`config.mk`:
```
export PLATFORM = sky130hd
export DESIGN_NAME = nmi_busfault_irq_enable
export DESIGN_NICKNAME = d
export VERILOG_FILES = /design/src/irq_pkg.sv /design/src/nmi_busfault_irq_enable.sv
export SDC_FILE = /design/constraint.sdc
export NUM_CORES = 1
export LEC_CHECK = 0
export ABC_AREA = 0
export BUFFER_PORTS_ARGS = -buffer_cell sky130_fd_sc_hd__buf_2
export CAP_MARGIN = 20
export CORE_ASPECT_RATIO = 1.25
export CORE_MARGIN = 2
export CORE_UTILIZATION = 56
export CTS_BUF_LIST = sky130_fd_sc_hd__clkbuf_4
export DETAILED_ROUTE_END_ITERATION = 12
export GPL_TIMING_DRIVEN = 0
export MAX_ROUTING_LAYER = met4
export PLACE_DENSITY_LB_ADDON = 0.2
export SYNTH_ARGS = -nofsm -noshare
export SYNTH_HDL_FRONTEND = slang
export SYNTH_SLANG_ARGS = --single-unit
```
`constraint.sdc`:
```
create_clock -name clk -period 5.7 [get_ports clk]
set_input_delay 1.14 -clock clk [delete_from_list [all_inputs] [get_ports clk]]
set_output_delay 1.14 -clock clk [all_outputs]
set_load 0.005 [all_outputs]
```
`src/irq_pkg.sv`:
```
// constants, types and register map of the interrupt enable and fault block
package irq_pkg;

    // ========================================================================
    // clock and timing
    localparam int unsigned CLK_HZ            = 20_000_000;
    localparam int unsigned CLK_PERIOD_NS     = 50;
    localparam int unsigned XTAL_LOSS_NS      = 1000;
    localparam int unsigned XTAL_LOSS_CYCLES  =
        (XTAL_LOSS_NS + CLK_PERIOD_NS - 1) / CLK_PERIOD_NS;
    localparam int unsigned SWITCH_SETTLE_NS  = 200;
    localparam int unsigned SWITCH_CYCLES     =
        (SWITCH_SETTLE_NS + CLK_PERIOD_NS - 1) / CLK_PERIOD_NS;
    localparam int unsigned WDOG_LOW_WATER_MS = 1792;
    localparam int unsigned WDOG_CYCLES       =
        WDOG_LOW_WATER_MS * (CLK_HZ / 1000);
    localparam int unsigned CLK_CNT_W         = 5;
    localparam int unsigned WDOG_CNT_W        = 26;
    localparam logic [4:0]  XTAL_LAST         = 5'(XTAL_LOSS_CYCLES - 1);
    localparam logic [4:0]  SWITCH_LAST       = 5'(SWITCH_CYCLES - 1);

    // ========================================================================
    // register map
    localparam logic [31:0] IRQ_ENABLE_SET_ADDR   = 32'hE000E100;
    localparam logic [31:0] IRQ_ENABLE_CLEAR_ADDR = 32'hE000E180;
    localparam logic [31:0] NMI_STATUS_ADDR       = 32'h4000A000;
    localparam logic [31:0] NMI_MASK_ADDR         = 32'h4000A004;
    localparam logic [31:0] CLOCK_CTRL_ADDR       = 32'h4000A008;
    localparam logic [31:0] WDOG_CTRL_ADDR        = 32'h4000A00C;
    localparam logic [31:0] WDOG_RESTART_ADDR     = 32'h4000A010;
    localparam logic [31:0] FAULT_STATUS_ADDR     = 32'h4000A014;
    localparam logic [31:0] RESET_VALUE           = 32'h00000000;

    // ========================================================================
    // field positions
    localparam int unsigned IRQ_W                 = 17;
    localparam int unsigned DEBUG_IRQ_BIT         = 16;
    localparam int unsigned EXT_PIN_D_IRQ_BIT     = 15;
    localparam int unsigned EXT_PIN_C_IRQ_BIT     = 14;
    localparam int unsigned EXT_PIN_B_IRQ_BIT     = 13;
    localparam int unsigned EXT_PIN_A_IRQ_BIT     = 12;
    localparam int unsigned CONVERTER_IRQ_BIT     = 11;
    localparam int unsigned MAC_RECEIVE_IRQ_BIT   = 10;
    localparam int unsigned MAC_TRANSMIT_IRQ_BIT  = 9;
    localparam int unsigned MAC_TIMER_IRQ_BIT     = 8;
    localparam int unsigned SECURITY_IRQ_BIT      = 7;
    localparam int unsigned SERIAL_TWO_IRQ_BIT    = 6;
    localparam int unsigned SERIAL_ONE_IRQ_BIT    = 5;
    localparam int unsigned SLEEP_TIMER_IRQ_BIT   = 4;
    localparam int unsigned BASEBAND_IRQ_BIT      = 3;
    localparam int unsigned MANAGEMENT_IRQ_BIT    = 2;
    localparam int unsigned TIMER_TWO_IRQ_BIT     = 1;
    localparam int unsigned TIMER_ONE_IRQ_BIT     = 0;
    localparam int unsigned NMI_XTAL_BIT          = 0;
    localparam int unsigned NMI_WDOG_BIT          = 1;
    localparam int unsigned BAD_WIDTH_BIT         = 0;
    localparam int unsigned PROTECTION_BIT        = 1;
    localparam int unsigned UNMAPPED_BIT          = 2;
    localparam int unsigned MISSED_BIT            = 3;
    localparam int unsigned CLOCK_USE_XTAL_BIT    = 0;
    localparam int unsigned WDOG_ENABLE_BIT       = 0;

    // ========================================================================
    // watched address space
    localparam logic [31:0] FLASH_TOP        = 32'h0001FFFF;
    localparam logic [31:0] RAM_BASE         = 32'h20000000;
    localparam logic [31:0] RAM_TOP          = 32'h20002FFF;
    localparam logic [31:0] RAM_REGION_TOP   = 32'h3FFFFFFF;
    localparam logic [31:0] RAM_PROT_TOP     = 32'h200003FF;
    localparam logic [31:0] APB_BASE         = 32'h40000000;
    localparam logic [31:0] APB_TOP          = 32'h4000FFFF;
    localparam logic [31:0] SYS_APB_TOP      = 32'h40003FFF;
    localparam logic [31:0] SYS_AHB_BASE     = 32'h40010000;
    localparam logic [31:0] SYS_AHB_TOP      = 32'h4001FFFF;
    localparam logic [11:0] PERIPH_LAST_REG  = 12'h0FC;

    // ========================================================================
    // types
    typedef enum logic [1:0] {
        SIZE_BYTE = 2'b00,
        SIZE_HALF = 2'b01,
        SIZE_WORD = 2'b10
    } access_size_t;

    typedef enum logic [1:0] {
        CLK_ON_RC     = 2'b00,
        CLK_ON_XTAL   = 2'b01,
        CLK_SWITCHING = 2'b10
    } clk_state_t;

    typedef struct packed {
        logic        wr;
        logic        rd;
        logic [31:0] addr;
        logic [31:0] wdata;
    } reg_req_t;

    typedef struct packed {
        logic         valid;
        logic         write;
        logic         privileged;
        access_size_t size;
        logic [31:0]  addr;
    } bus_access_t;

endpackage

```
`src/nmi_busfault_irq_enable.sv`:
```
// nmi sources, bus fault causes and top-level interrupt enable registers
//
// Overview of operation
// - nmi is fed only by crystal-loss and watchdog low-water events
// - crystal dead while running on it: switch system clock to rc
// - crystal-loss flag rises only after detection and switchover finish
// - enabled watchdog unrestarted for 1.792 s raises its nmi event
// - each bus fault cause is its own sticky bit; several may set together
// - byte or half access to apb, or unaligned word access, is bad width
// - unprivileged write to system peripherals or protected ram faults
// - access past last register of a 4 kB block or past memory faults
// - fault while one is recorded sets missed bit and raises hard fault
// - writing ones to enable-set enables those interrupts; zeros do nothing
// - writing ones to enable-clear disables those interrupts; zeros nothing
// - enable bit layout 16 debug down to 0 timer one; 31..17 read zero
// - after reset all interrupts disabled; both enable registers read zero
// - nmi stays high until every unmasked event flag is cleared
`timescale 1ns/10ps
module nmi_busfault_irq_enable #(
    parameter int unsigned WDOG_LIMIT = irq_pkg::WDOG_CYCLES
) (
    input  wire logic                 clk,
    input  wire logic                 reset_n,
    input  wire irq_pkg::reg_req_t    reg_req,
    output logic [31:0]               rdata,
    input  wire logic                 xtal_alive,
    input  wire irq_pkg::bus_access_t bus_access,
    output logic [irq_pkg::IRQ_W-1:0] irq_enable,
    output logic                      nmi,
    output logic                      main_system_clock_on_xtal,
    output logic                      bus_fault_irq,
    output logic                      hard_fault
);

    localparam logic [irq_pkg::WDOG_CNT_W-1:0] WDOG_LAST =
        irq_pkg::WDOG_CNT_W'(WDOG_LIMIT - 1);

    typedef struct packed {
        logic [31:0]                   rdata;
        logic [irq_pkg::IRQ_W-1:0]     irq_enable;
        logic [1:0]                    nmi_status;
        logic [1:0]                    nmi_mask;
        logic                          nmi;
        irq_pkg::clk_state_t           clk_state;
        logic [irq_pkg::CLK_CNT_W-1:0] clk_count;
        logic                          main_system_clock_on_xtal;
        logic                          wdog_enable;
        logic [irq_pkg::WDOG_CNT_W-1:0] wdog_count;
        logic [3:0]                    fault_status;
        logic                          bus_fault_irq;
        logic                          hard_fault;
    } block_state_t;

    // ========================================================================
    // reset release
    logic [1:0]   rst_sync_reg;
    logic         rst_n;
    block_state_t state_reg;
    block_state_t state_next;

    always_ff @(posedge clk or negedge reset_n) begin
        if (!reset_n) begin
            rst_sync_reg <= 2'b00;
        end else begin
            rst_sync_reg <= {rst_sync_reg[0], 1'b1};
        end
    end
    assign rst_n = rst_sync_reg[1];

    // ========================================================================
    // bus fault decode
    logic        in_apb;
    logic        in_sys;
    logic        in_ram_region;
    logic        in_flash_region;
    logic        prot_ram;
    logic [2:0]  fault_cause;
    logic        any_fault;

    assign in_apb = bus_access.addr >= irq_pkg::APB_BASE &&
                    bus_access.addr <= irq_pkg::APB_TOP;
    assign in_sys = (bus_access.addr >= irq_pkg::APB_BASE &&
                     bus_access.addr <= irq_pkg::SYS_APB_TOP) ||
                    (bus_access.addr >= irq_pkg::SYS_AHB_BASE &&
                     bus_access.addr <= irq_pkg::SYS_AHB_TOP);
    assign in_ram_region = bus_access.addr >= irq_pkg::RAM_BASE &&
                           bus_access.addr <= irq_pkg::RAM_REGION_TOP;
    assign in_flash_region = bus_access.addr < irq_pkg::RAM_BASE;
    assign prot_ram = bus_access.addr >= irq_pkg::RAM_BASE &&
                      bus_access.addr <= irq_pkg::RAM_PROT_TOP;

    assign fault_cause[irq_pkg::BAD_WIDTH_BIT] = bus_access.valid &&
        ((in_apb && bus_access.size != irq_pkg::SIZE_WORD) ||
         (bus_access.size == irq_pkg::SIZE_WORD &&
          bus_access.addr[1:0] != 2'b00));
    assign fault_cause[irq_pkg::PROTECTION_BIT] = bus_access.valid &&
        bus_access.write && !bus_access.privileged && (in_sys || prot_ram);
    // holes above last register and past memory tops
    assign fault_cause[irq_pkg::UNMAPPED_BIT] = bus_access.valid &&
        ((in_apb && bus_access.addr[11:0] > irq_pkg::PERIPH_LAST_REG) ||
         (in_ram_region && bus_access.addr > irq_pkg::RAM_TOP) ||
         (in_flash_region && bus_access.addr > irq_pkg::FLASH_TOP));
    assign any_fault = |fault_cause;

    // ========================================================================
    // next state
    logic [1:0] nmi_event;
    logic [3:0] fault_clear;
    logic [1:0] nmi_clear;
    logic       wdog_restart;

    always_comb begin
        state_next = state_reg;
        nmi_event = 2'b00;
        nmi_clear = 2'b00;
        fault_clear = 4'h0;
        wdog_restart = 1'b0;
        state_next.rdata = irq_pkg::RESET_VALUE;
        state_next.hard_fault = 1'b0;

        if (reg_req.wr) begin
            case (reg_req.addr)
                irq_pkg::IRQ_ENABLE_SET_ADDR: begin
                    state_next.irq_enable = state_reg.irq_enable |
                        reg_req.wdata[irq_pkg::IRQ_W-1:0];
                end
                irq_pkg::IRQ_ENABLE_CLEAR_ADDR: begin
                    state_next.irq_enable = state_reg.irq_enable &
                        ~reg_req.wdata[irq_pkg::IRQ_W-1:0];
                end
                irq_pkg::NMI_STATUS_ADDR: begin
                    nmi_clear = reg_req.wdata[1:0];
                end
                irq_pkg::NMI_MASK_ADDR: begin
                    state_next.nmi_mask = reg_req.wdata[1:0];
                end
                irq_pkg::WDOG_CTRL_ADDR: begin
                    state_next.wdog_enable =
                        reg_req.wdata[irq_pkg::WDOG_ENABLE_BIT];
                end
                irq_pkg::WDOG_RESTART_ADDR: begin
                    wdog_restart = 1'b1;
                end
                irq_pkg::FAULT_STATUS_ADDR: begin
                    fault_clear = reg_req.wdata[3:0];
                end
                default: begin
                end
            endcase
        end

        // loss detection and switch to the rc oscillator
        case (state_reg.clk_state)
            irq_pkg::CLK_ON_XTAL: begin
                if (xtal_alive) begin
                    state_next.clk_count = '0;
                end else if (state_reg.clk_count == irq_pkg::XTAL_LAST) begin
                    state_next.clk_state = irq_pkg::CLK_SWITCHING;
                    state_next.main_system_clock_on_xtal = 1'b0;
                    state_next.clk_count = '0;
                end else begin
                    state_next.clk_count = state_reg.clk_count + 5'h01;
                end
            end
            // event only once the switch has settled
            irq_pkg::CLK_SWITCHING: begin
                if (state_reg.clk_count == irq_pkg::SWITCH_LAST) begin
                    state_next.clk_state = irq_pkg::CLK_ON_RC;
                    state_next.clk_count = '0;
                    nmi_event[irq_pkg::NMI_XTAL_BIT] = 1'b1;
                end else begin
                    state_next.clk_count = state_reg.clk_count + 5'h01;
                end
            end
            irq_pkg::CLK_ON_RC: begin
                // a return to the crystal is only honoured while it runs
                if (reg_req.wr && reg_req.addr == irq_pkg::CLOCK_CTRL_ADDR &&
                    reg_req.wdata[irq_pkg::CLOCK_USE_XTAL_BIT] && xtal_alive)
                begin
                    state_next.clk_state = irq_pkg::CLK_ON_XTAL;
                    state_next.main_system_clock_on_xtal = 1'b1;
                end
                state_next.clk_count = '0;
            end
            default: begin
                state_next.clk_state = irq_pkg::CLK_ON_RC;
                state_next.main_system_clock_on_xtal = 1'b0;
                state_next.clk_count = '0;
            end
        endcase

        // low-water mark; count saturates until restarted
        if (!state_reg.wdog_enable || wdog_restart) begin
            state_next.wdog_count = '0;
        end else if (state_reg.wdog_count != WDOG_LAST) begin
            state_next.wdog_count = state_reg.wdog_count + 26'h0000001;
            if (state_reg.wdog_count == WDOG_LAST - 26'h0000001) begin
                nmi_event[irq_pkg::NMI_WDOG_BIT] = 1'b1;
            end
        end

        // only these two events reach the nmi; set beats clear
        state_next.nmi_status = (state_reg.nmi_status & ~nmi_clear) |
                                nmi_event;
        state_next.nmi = |(state_next.nmi_status & state_next.nmi_mask);

        // sticky causes, write one to clear, new cause wins
        state_next.fault_status = (state_reg.fault_status & ~fault_clear) |
                                  {1'b0, fault_cause};
        // second fault: missed bit plus hard fault
        if (any_fault && |state_reg.fault_status[2:0]) begin
            state_next.fault_status[irq_pkg::MISSED_BIT] = 1'b1;
            state_next.hard_fault = 1'b1;
        end
        state_next.bus_fault_irq = |state_next.fault_status[2:0];

        if (reg_req.rd) begin
            case (reg_req.addr)
                // both addresses return the live enable state
                irq_pkg::IRQ_ENABLE_SET_ADDR,
                irq_pkg::IRQ_ENABLE_CLEAR_ADDR: begin
                    state_next.rdata = {15'h0000, state_reg.irq_enable};
                end
                irq_pkg::NMI_STATUS_ADDR: begin
                    state_next.rdata = {30'h00000000, state_reg.nmi_status};
                end
                irq_pkg::NMI_MASK_ADDR: begin
                    state_next.rdata = {30'h00000000, state_reg.nmi_mask};
                end
                irq_pkg::CLOCK_CTRL_ADDR: begin
                    state_next.rdata = {31'h00000000,
                                        state_reg.main_system_clock_on_xtal};
                end
                irq_pkg::WDOG_CTRL_ADDR: begin
                    state_next.rdata = {31'h00000000, state_reg.wdog_enable};
                end
                irq_pkg::FAULT_STATUS_ADDR: begin
                    state_next.rdata = {28'h0000000, state_reg.fault_status};
                end
                default: begin
                    state_next.rdata = irq_pkg::RESET_VALUE;
                end
            endcase
        end
    end

    // ========================================================================
    // state register
    always_ff @(posedge clk or negedge rst_n) begin
        // everything, enables included, clears to zero
        if (!rst_n) begin
            state_reg <= '0;
        end else begin
            state_reg <= state_next;
        end
    end

    assign rdata          = state_reg.rdata;
    assign irq_enable     = state_reg.irq_enable;
    assign nmi            = state_reg.nmi;
    assign main_system_clock_on_xtal = state_reg.main_system_clock_on_xtal;
    assign bus_fault_irq  = state_reg.bus_fault_irq;
    assign hard_fault     = state_reg.hard_fault;
endmodule

```
==> results of run 1 <==
==> through the flow <==
| stage | setup WS, ps | cells |
|---|---|---|
| finish | 3034 | 723 |
| global route | 2990 | 723 |
| detailed placement | 2578 | 707 |
| CTS | 3065 | 723 |
| floorplan | 2931 | 483 |
| global placement | 2493 | 706 |
==> cell usage in the layout, fill, tap and decap left out, types with 3 or more instances in the layout <==
master     count
or4_1          5
inv_6          3
nand2b_1       3
and3_1        16
nor4b_1        5
buf_2        132
a31oi_1        3
buf_4         50
inv_1         22
o211ai_1       6
clkbuf_1       7
or3_1          7
nand3_1       19
nor2_1        41
and4_1         5
and2_1         7
nor3_1         7
nor4_2         4
o21ai_1        5
o21a_1         3
nand4_1       15
nor2b_1        3
ha_1           3
xor2_1        19
o21ai_0        6
mux2i_1       14
mux2_1         4
nand2_1       33
a21oi_1        8
a22oi_1        3
o31ai_1        3
nor4_1         5
clkbuf_4       9
nor4_4         5
o2111ai_1      5
dfrtp_1       81
conb_1        16
==> path summary, 6_finish.rpt <==
path | start | cells after the start | endpoint
setup reg to reg | state_reg[6] | 8 | state_reg[23]
min in group clk | rst_sync_reg[0] | 0 | rst_sync_reg[1]
setup / recovery | reg_req[38] | 7 | nmi
hold / removal | rst_sync_reg[1] | 0 | async pin
hold reg to reg | rst_sync_reg[1] | 0 | async pin
max in group asynchronous | rst_sync_reg[1] | 1 | state_reg[38]
==> layer usage <==
layer	part of all wire	track usage	vias to the layer above	wire [microns]
met5	0	-	-	0
li1	-	-	1912	-
met1	0.42	0.2819	1815	4169
met4	0.025	0.1111	0	246
met3	0.052	0.03261	24	520
met2	0.51	0.3850	110	5085
==> cells by family after synthesis <==
kind of cell / count (synthesis) / share of synthesized area
compound gates: 59 / 0.09079
xor+xnor: 21 / 0.03949
fa+ha+maj: 3 / 0.008059
buf+inv: 87 / 0.1152
flops: 82 / 0.4405
mux: 22 / 0.05264
other cells: 2 / 0.001612
simple gates: 193 / 0.2517
==> power by group <==
part           total [mW]  leakage, nW  internal [mW]  switching, mW
clock               0.406       0.0934          0.186          0.220
combinational       0.102         1.72         0.0490         0.0529
sequential          0.600         1.04          0.590         0.0101
==> critical path: stages <==
cell	delay, ps
buf_2	100
nor3_1	440
and4_1	260
clkbuf_1	230
and3_2	260
mux2_2	340
a22o_1	220
==> final cells by class <==
class                      instances  area share
clock inverter                     7     0.01876
multi-input combinational        314      0.3744
tap                               97     0.02141
buffer                            65     0.08013
clock buffer                       9     0.01192
sequential                        82      0.3627
timing repair buffer             127      0.1161
inverter                          22     0.01457
==> qor.txt, run 1 <==
Ys Warns = 0
Via count of the first global-routing pass = 3697
CTS buffer count = 9
Worst Hold Class = reg -> async
Final Max Tran Viols = 0
Antenna violations before repair = 0
Number of synthesized flops with an enable pin = 0
Mapped Cells = 469
Crit end category = flop
Crit path max fanout = 7
Syn Area/Cell = 9.932 sq um
Total Routing Usage GR = 0.2333
H-Tree Depth = 3
Flops & latches, synth = 82
Top-Level Pins = 159
Maximum clock rate = 375.1 MHz
Routability cong. = 0.8893
Top cell type's share of synthesized area = 0.4405
Dpl hpwl = 7848 microns
Fraction of registers with async set/reset = 1.000
GRT overflow = 0
Cell area after synthesis = 0.004658 sq mm
FF+latch area = 0.002056 sq mm
Status = complete, no violations
Worst-Skew Late Latency = 460 ps
Vias per cell = 5.340
Dominant cell type by area after synthesis = dfrtp_1
Detailed Route WL = 10020 microns
Clock slew at reported path FFs = 140 ps
Final Skew = 16.52 ps
Worst vdd ir = 190.5 uV
PwrDens = 195.4 mW/mm^2
PortBufs = 126
P&R area growth vs syn = 21.68%
WL per Instance = 13.86 microns
Hold Violations, Final = 0
Post-CTS Hold Buffers = 0
RSZ-0062 raised after global routing = no
Worst R2R Setup Slack = 3520 ps
PnR Total Power = 1.108 mW
Die Wd = 85.58 microns
Post-CTS Resized = 0
Max Cap Viol = 0
Tmin final = 2666 ps
CTS max path bufs = 2
CTS Root Cell = clkbuf_4
Final instance area = 0.005668 sq mm
Cell Rows = 37
Crit path DAT = 3010 ps
DR pass1 iterations = 4
Final core utilization = 0.6956
Unique masters post-synth = 64
Starting Density = 0.5717
Buffer count from post-CTS setup fixing = 0
Share of layout cells above drive strength 1 = 0.3578
Leak = 2.849 nW
Kind of critical path = in -> reg
Slew at the pin closest to its max-slew limit = 705.8 ps
First-pass GRT wire length = 16550 microns
Multi-input gate area = 0.002122 sq mm
Largest net degree at the start of global routing = 52
DRC violations left = 0
Setup Total Neg Slack = 0 ps
Core Region = 0.008148 sq mm
Slew HR = 0.5256
ANT nets after route = 0
Setup violations, final = 0
Nets = 730
Iter 0 DRT Violations = 149
N_diodes = 0
Fillcell total = 685
Die Ht = 106.0 microns
CP required = 6040 ps
Final Cycle Share = 0.4677
Worst hold slack = 262.5 ps
Die area = 0.009068 sq mm
Ys flop type = dfrtp_1
Most frequent cell after synthesis = dfrtp_1
Worst Setup Start Kind = primary input
Vias = 3861
Cell Area, Placed = 0.005494 sq mm
Main area contributors after synthesis = dfrtp_1, buf_4, xor2_1
Synth cell count leaders = dfrtp_1, buf_4, nor2_1, nand2_1, inv_1
Clock sink count = 82
Sequential-to-total area share from yosys stat = 0.4405
CTS tree = built
No activity file was read; power rests on OpenSTA's default activity.
==> run 2, diff against run 1 <==
--- a/config.mk
+++ b/config.mk
@@ -10,7 +10,7 @@
 export CAP_MARGIN = 20
 export CORE_ASPECT_RATIO = 1.25
 export CORE_MARGIN = 2
-export CORE_UTILIZATION = 56
+export CORE_UTILIZATION = 47
 export CTS_BUF_LIST = sky130_fd_sc_hd__clkbuf_4
 export DETAILED_ROUTE_END_ITERATION = 12
 export GPL_TIMING_DRIVEN = 0
==> constraint.sdc (replaced) <==
create_clock -name clk -period 2.45 [get_ports clk]
set_input_delay 0.49 -clock clk [delete_from_list [all_inputs] [get_ports clk]]
set_output_delay 0.49 -clock clk [all_outputs]
set_load 0.005 [all_outputs]
==> run 2 against run 1 <==
Against the previous run: global-route usage fell by 2.6 points; count of clock-buffer cells in the layout rose by 1; sequential share of layout area barely moved; sequential power rose by 130%; final area fell by 0.11%; power rose by 110%; die area rose by 18%; combinational power rose by 140%; sequential cell count did not move; critical endpoint is now state_reg[31].
==> qor.txt, run 2 (same netlist as run 1, synthesis figures left out) <==
Commonest non-fill, non-tap cell in the layout = buf_2 (unchanged)
Worst Hold Class = reg -> async (unchanged)
PwrDens = 411.2 mW/mm^2 (was 195.4 mW/mm^2)
Multi-input gate area = 0.002122 sq mm (unchanged)
CTS max path bufs = 2 (unchanged)
DR pass1 iterations = 4 (unchanged)
Delay-heaviest family, CP = simple AND/OR/NAND/NOR gates (unchanged)
Crit path max fanout = 10 (was 7)
H-Tree Depth = 3 (unchanged)
Die Ht = 115.3 microns (was 106.0 microns)
PnR Total Power = 2.328 mW (was 1.108 mW)
Crit path DAT = 2470 ps (was 3010 ps)
Top-Level Pins = 159 (unchanged)
Largest net degree at the start of global routing = 63 (was 52)
Antenna violations before repair = 2 (was 0)
Share of layout cells above drive strength 1 = 0.3557 (was 0.3578)
Slew at the pin closest to its max-slew limit = 694.4 ps (was 705.8 ps)
Crit end category = flop (unchanged)
Worst-Skew Late Latency = 430 ps (was 460 ps)
Status = complete, no violations (unchanged)
CTS Root Cell = clkbuf_4 (unchanged)
Crit path cell chain = ha_1 -> nand3_1 -> or4_1 -> buf_2 -> o211ai_2 -> buf_6 -> or3_1 -> a21oi_1 (was buf_2 -> nor3_1 -> and4_1 -> clkbuf_1 -> and3_2 -> mux2_2 -> a22o_1)
WL per Instance = 13.94 microns (was 13.86 microns)
Vias per cell = 5.103 (was 5.340)
GRT overflow = 0 (unchanged)
Final WS setup = 289.2 ps (was 3034 ps)
Maximum clock rate = 462.8 MHz
First-pass GRT wire length = 17110 microns (was 16550 microns)
Buf/Inv on CP = 2 (unchanged)
Via count of the first global-routing pass = 3793 (was 3697)
Cell Rows = 40 (was 37)
Final core utilization = 0.5892 (was 0.6956)
Delay of the slowest critical-path stage = 420 ps (was 440 ps)
Hold Violations, Final = 0 (unchanged)
CTS buffer count = 9 (unchanged)
Nets = 731 (was 730)
Worst Setup Start Kind = flop (was primary input)
Clock slew at reported path FFs = 130 ps (was 140 ps)
Final Cycle Share = 0.8820
Iter 0 DRT Violations = 158 (was 149)
Tmin final = 2161 ps
DRC violations left = 0 (unchanged)
Die Wd = 93.05 microns (was 85.58 microns)
Detailed Route WL = 10530 microns (was 10020 microns)
P&R area growth vs syn = 21.54% (was 21.68%)
Setup WS pre-CTS = 7.920 ps (was 2578 ps)
Kind of critical path = reg -> reg (was in -> reg)
Total Routing Usage GR = 0.2069 (was 0.2333)
Setup Total Neg Slack = 0 ps (unchanged)
ANT nets after route = 0 (unchanged)
Fillcell total = 877 (was 685)
Routability cong. = 0.8543 (was 0.8893)
Clock sink count = 82 (unchanged)
Most frequent cells in the layout = buf_2, dfrtp_1, buf_4, nor2_1, nand2_1 (unchanged)
Worst vdd ir = 207.3 uV (was 190.5 uV)
Starting Density = 0.4848 (was 0.5717)
CTS tree = built (unchanged)
Core Region = 0.009609 sq mm (was 0.008148 sq mm)
FF+latch area = 0.002056 sq mm (unchanged)
RSZ-0062 raised after global routing = no (unchanged)
Die area = 0.01073 sq mm (was 0.009068 sq mm)
Final Skew = 18.80 ps (was 16.52 ps)
Leak = 2.821 nW (was 2.849 nW)
Vias = 3853 (was 3861)
PortBufs = 126 (unchanged)
Final Max Tran Viols = 0 (unchanged)
Slew HR = 0.5332 (was 0.5256)
Critical path's slowest cell = dfrtp_1 (was nor3_1)
CP required = 2760 ps (was 6040 ps)
Setup violations, final = 0 (unchanged)
Dpl hpwl = 8257 microns (was 7848 microns)
Max Cap Viol = 0 (unchanged)
[run 2: what timing repair did]
item | CTS | global route
buffers inserted | 0 | 0
hold buffers | 1 | 0
resized for setup | 0 | 0
endpoints found under the hold margin | 2 | 0
[run 2: final timing paths]
check                                start       endpoint  slack (ps)  cells after the start
setup / recovery              state_reg[6]  state_reg[31]         290                      8
hold / removal             rst_sync_reg[1]      async pin         220                      0
setup reg to reg              state_reg[6]  state_reg[31]         290                      8
hold reg to reg            rst_sync_reg[1]      async pin         220                      0
max in group asynchronous  rst_sync_reg[1]   state_reg[4]        1650                      1
min in group clk                xtal_alive  state_reg[40]         300                      2
[run 2: power by group]
| group | internal, mW | total [mW] | switching [mW] |
|---|---|---|---|
| sequential | 1.37 | 1.39 | 0.0203 |
| clock | 0.220 | 0.693 | 0.473 |
| combinational | 0.115 | 0.243 | 0.128 |
[run 2: area by class of cell]
type,count,share of cell area
well taps,126,0.02785
clock inverters,6,0.007293
plain buffers,65,0.08022
clock buffers,10,0.01326
inverters,22,0.01459
diodes,2,0.0008840
repair buffers,128,0.1180
multi-input cells,314,0.3748
flip-flops and latches,82,0.3631
[run 2: metal layers]
metal	up-vias	track usage	wire length (microns)
met3	13	0.04849	590
met2	100	0.3411	5278
met5	-	-	0
met4	0	0.07745	130
li1	1922	-	-
met1	1818	0.2478	4529
[run 2: through the flow]
stage / instances / hold slack [ps] / cell area, sq um
after floorplan: 483 / 194.4 / 4712
after global placement: 735 / 275.0 / 5500
after detailed placement: 736 / 220.5 / 5530
after CTS: 753 / 228.2 / 5657
after global routing: 755 / 241.9 / 5662
final: 755 / 219.0 / 5662
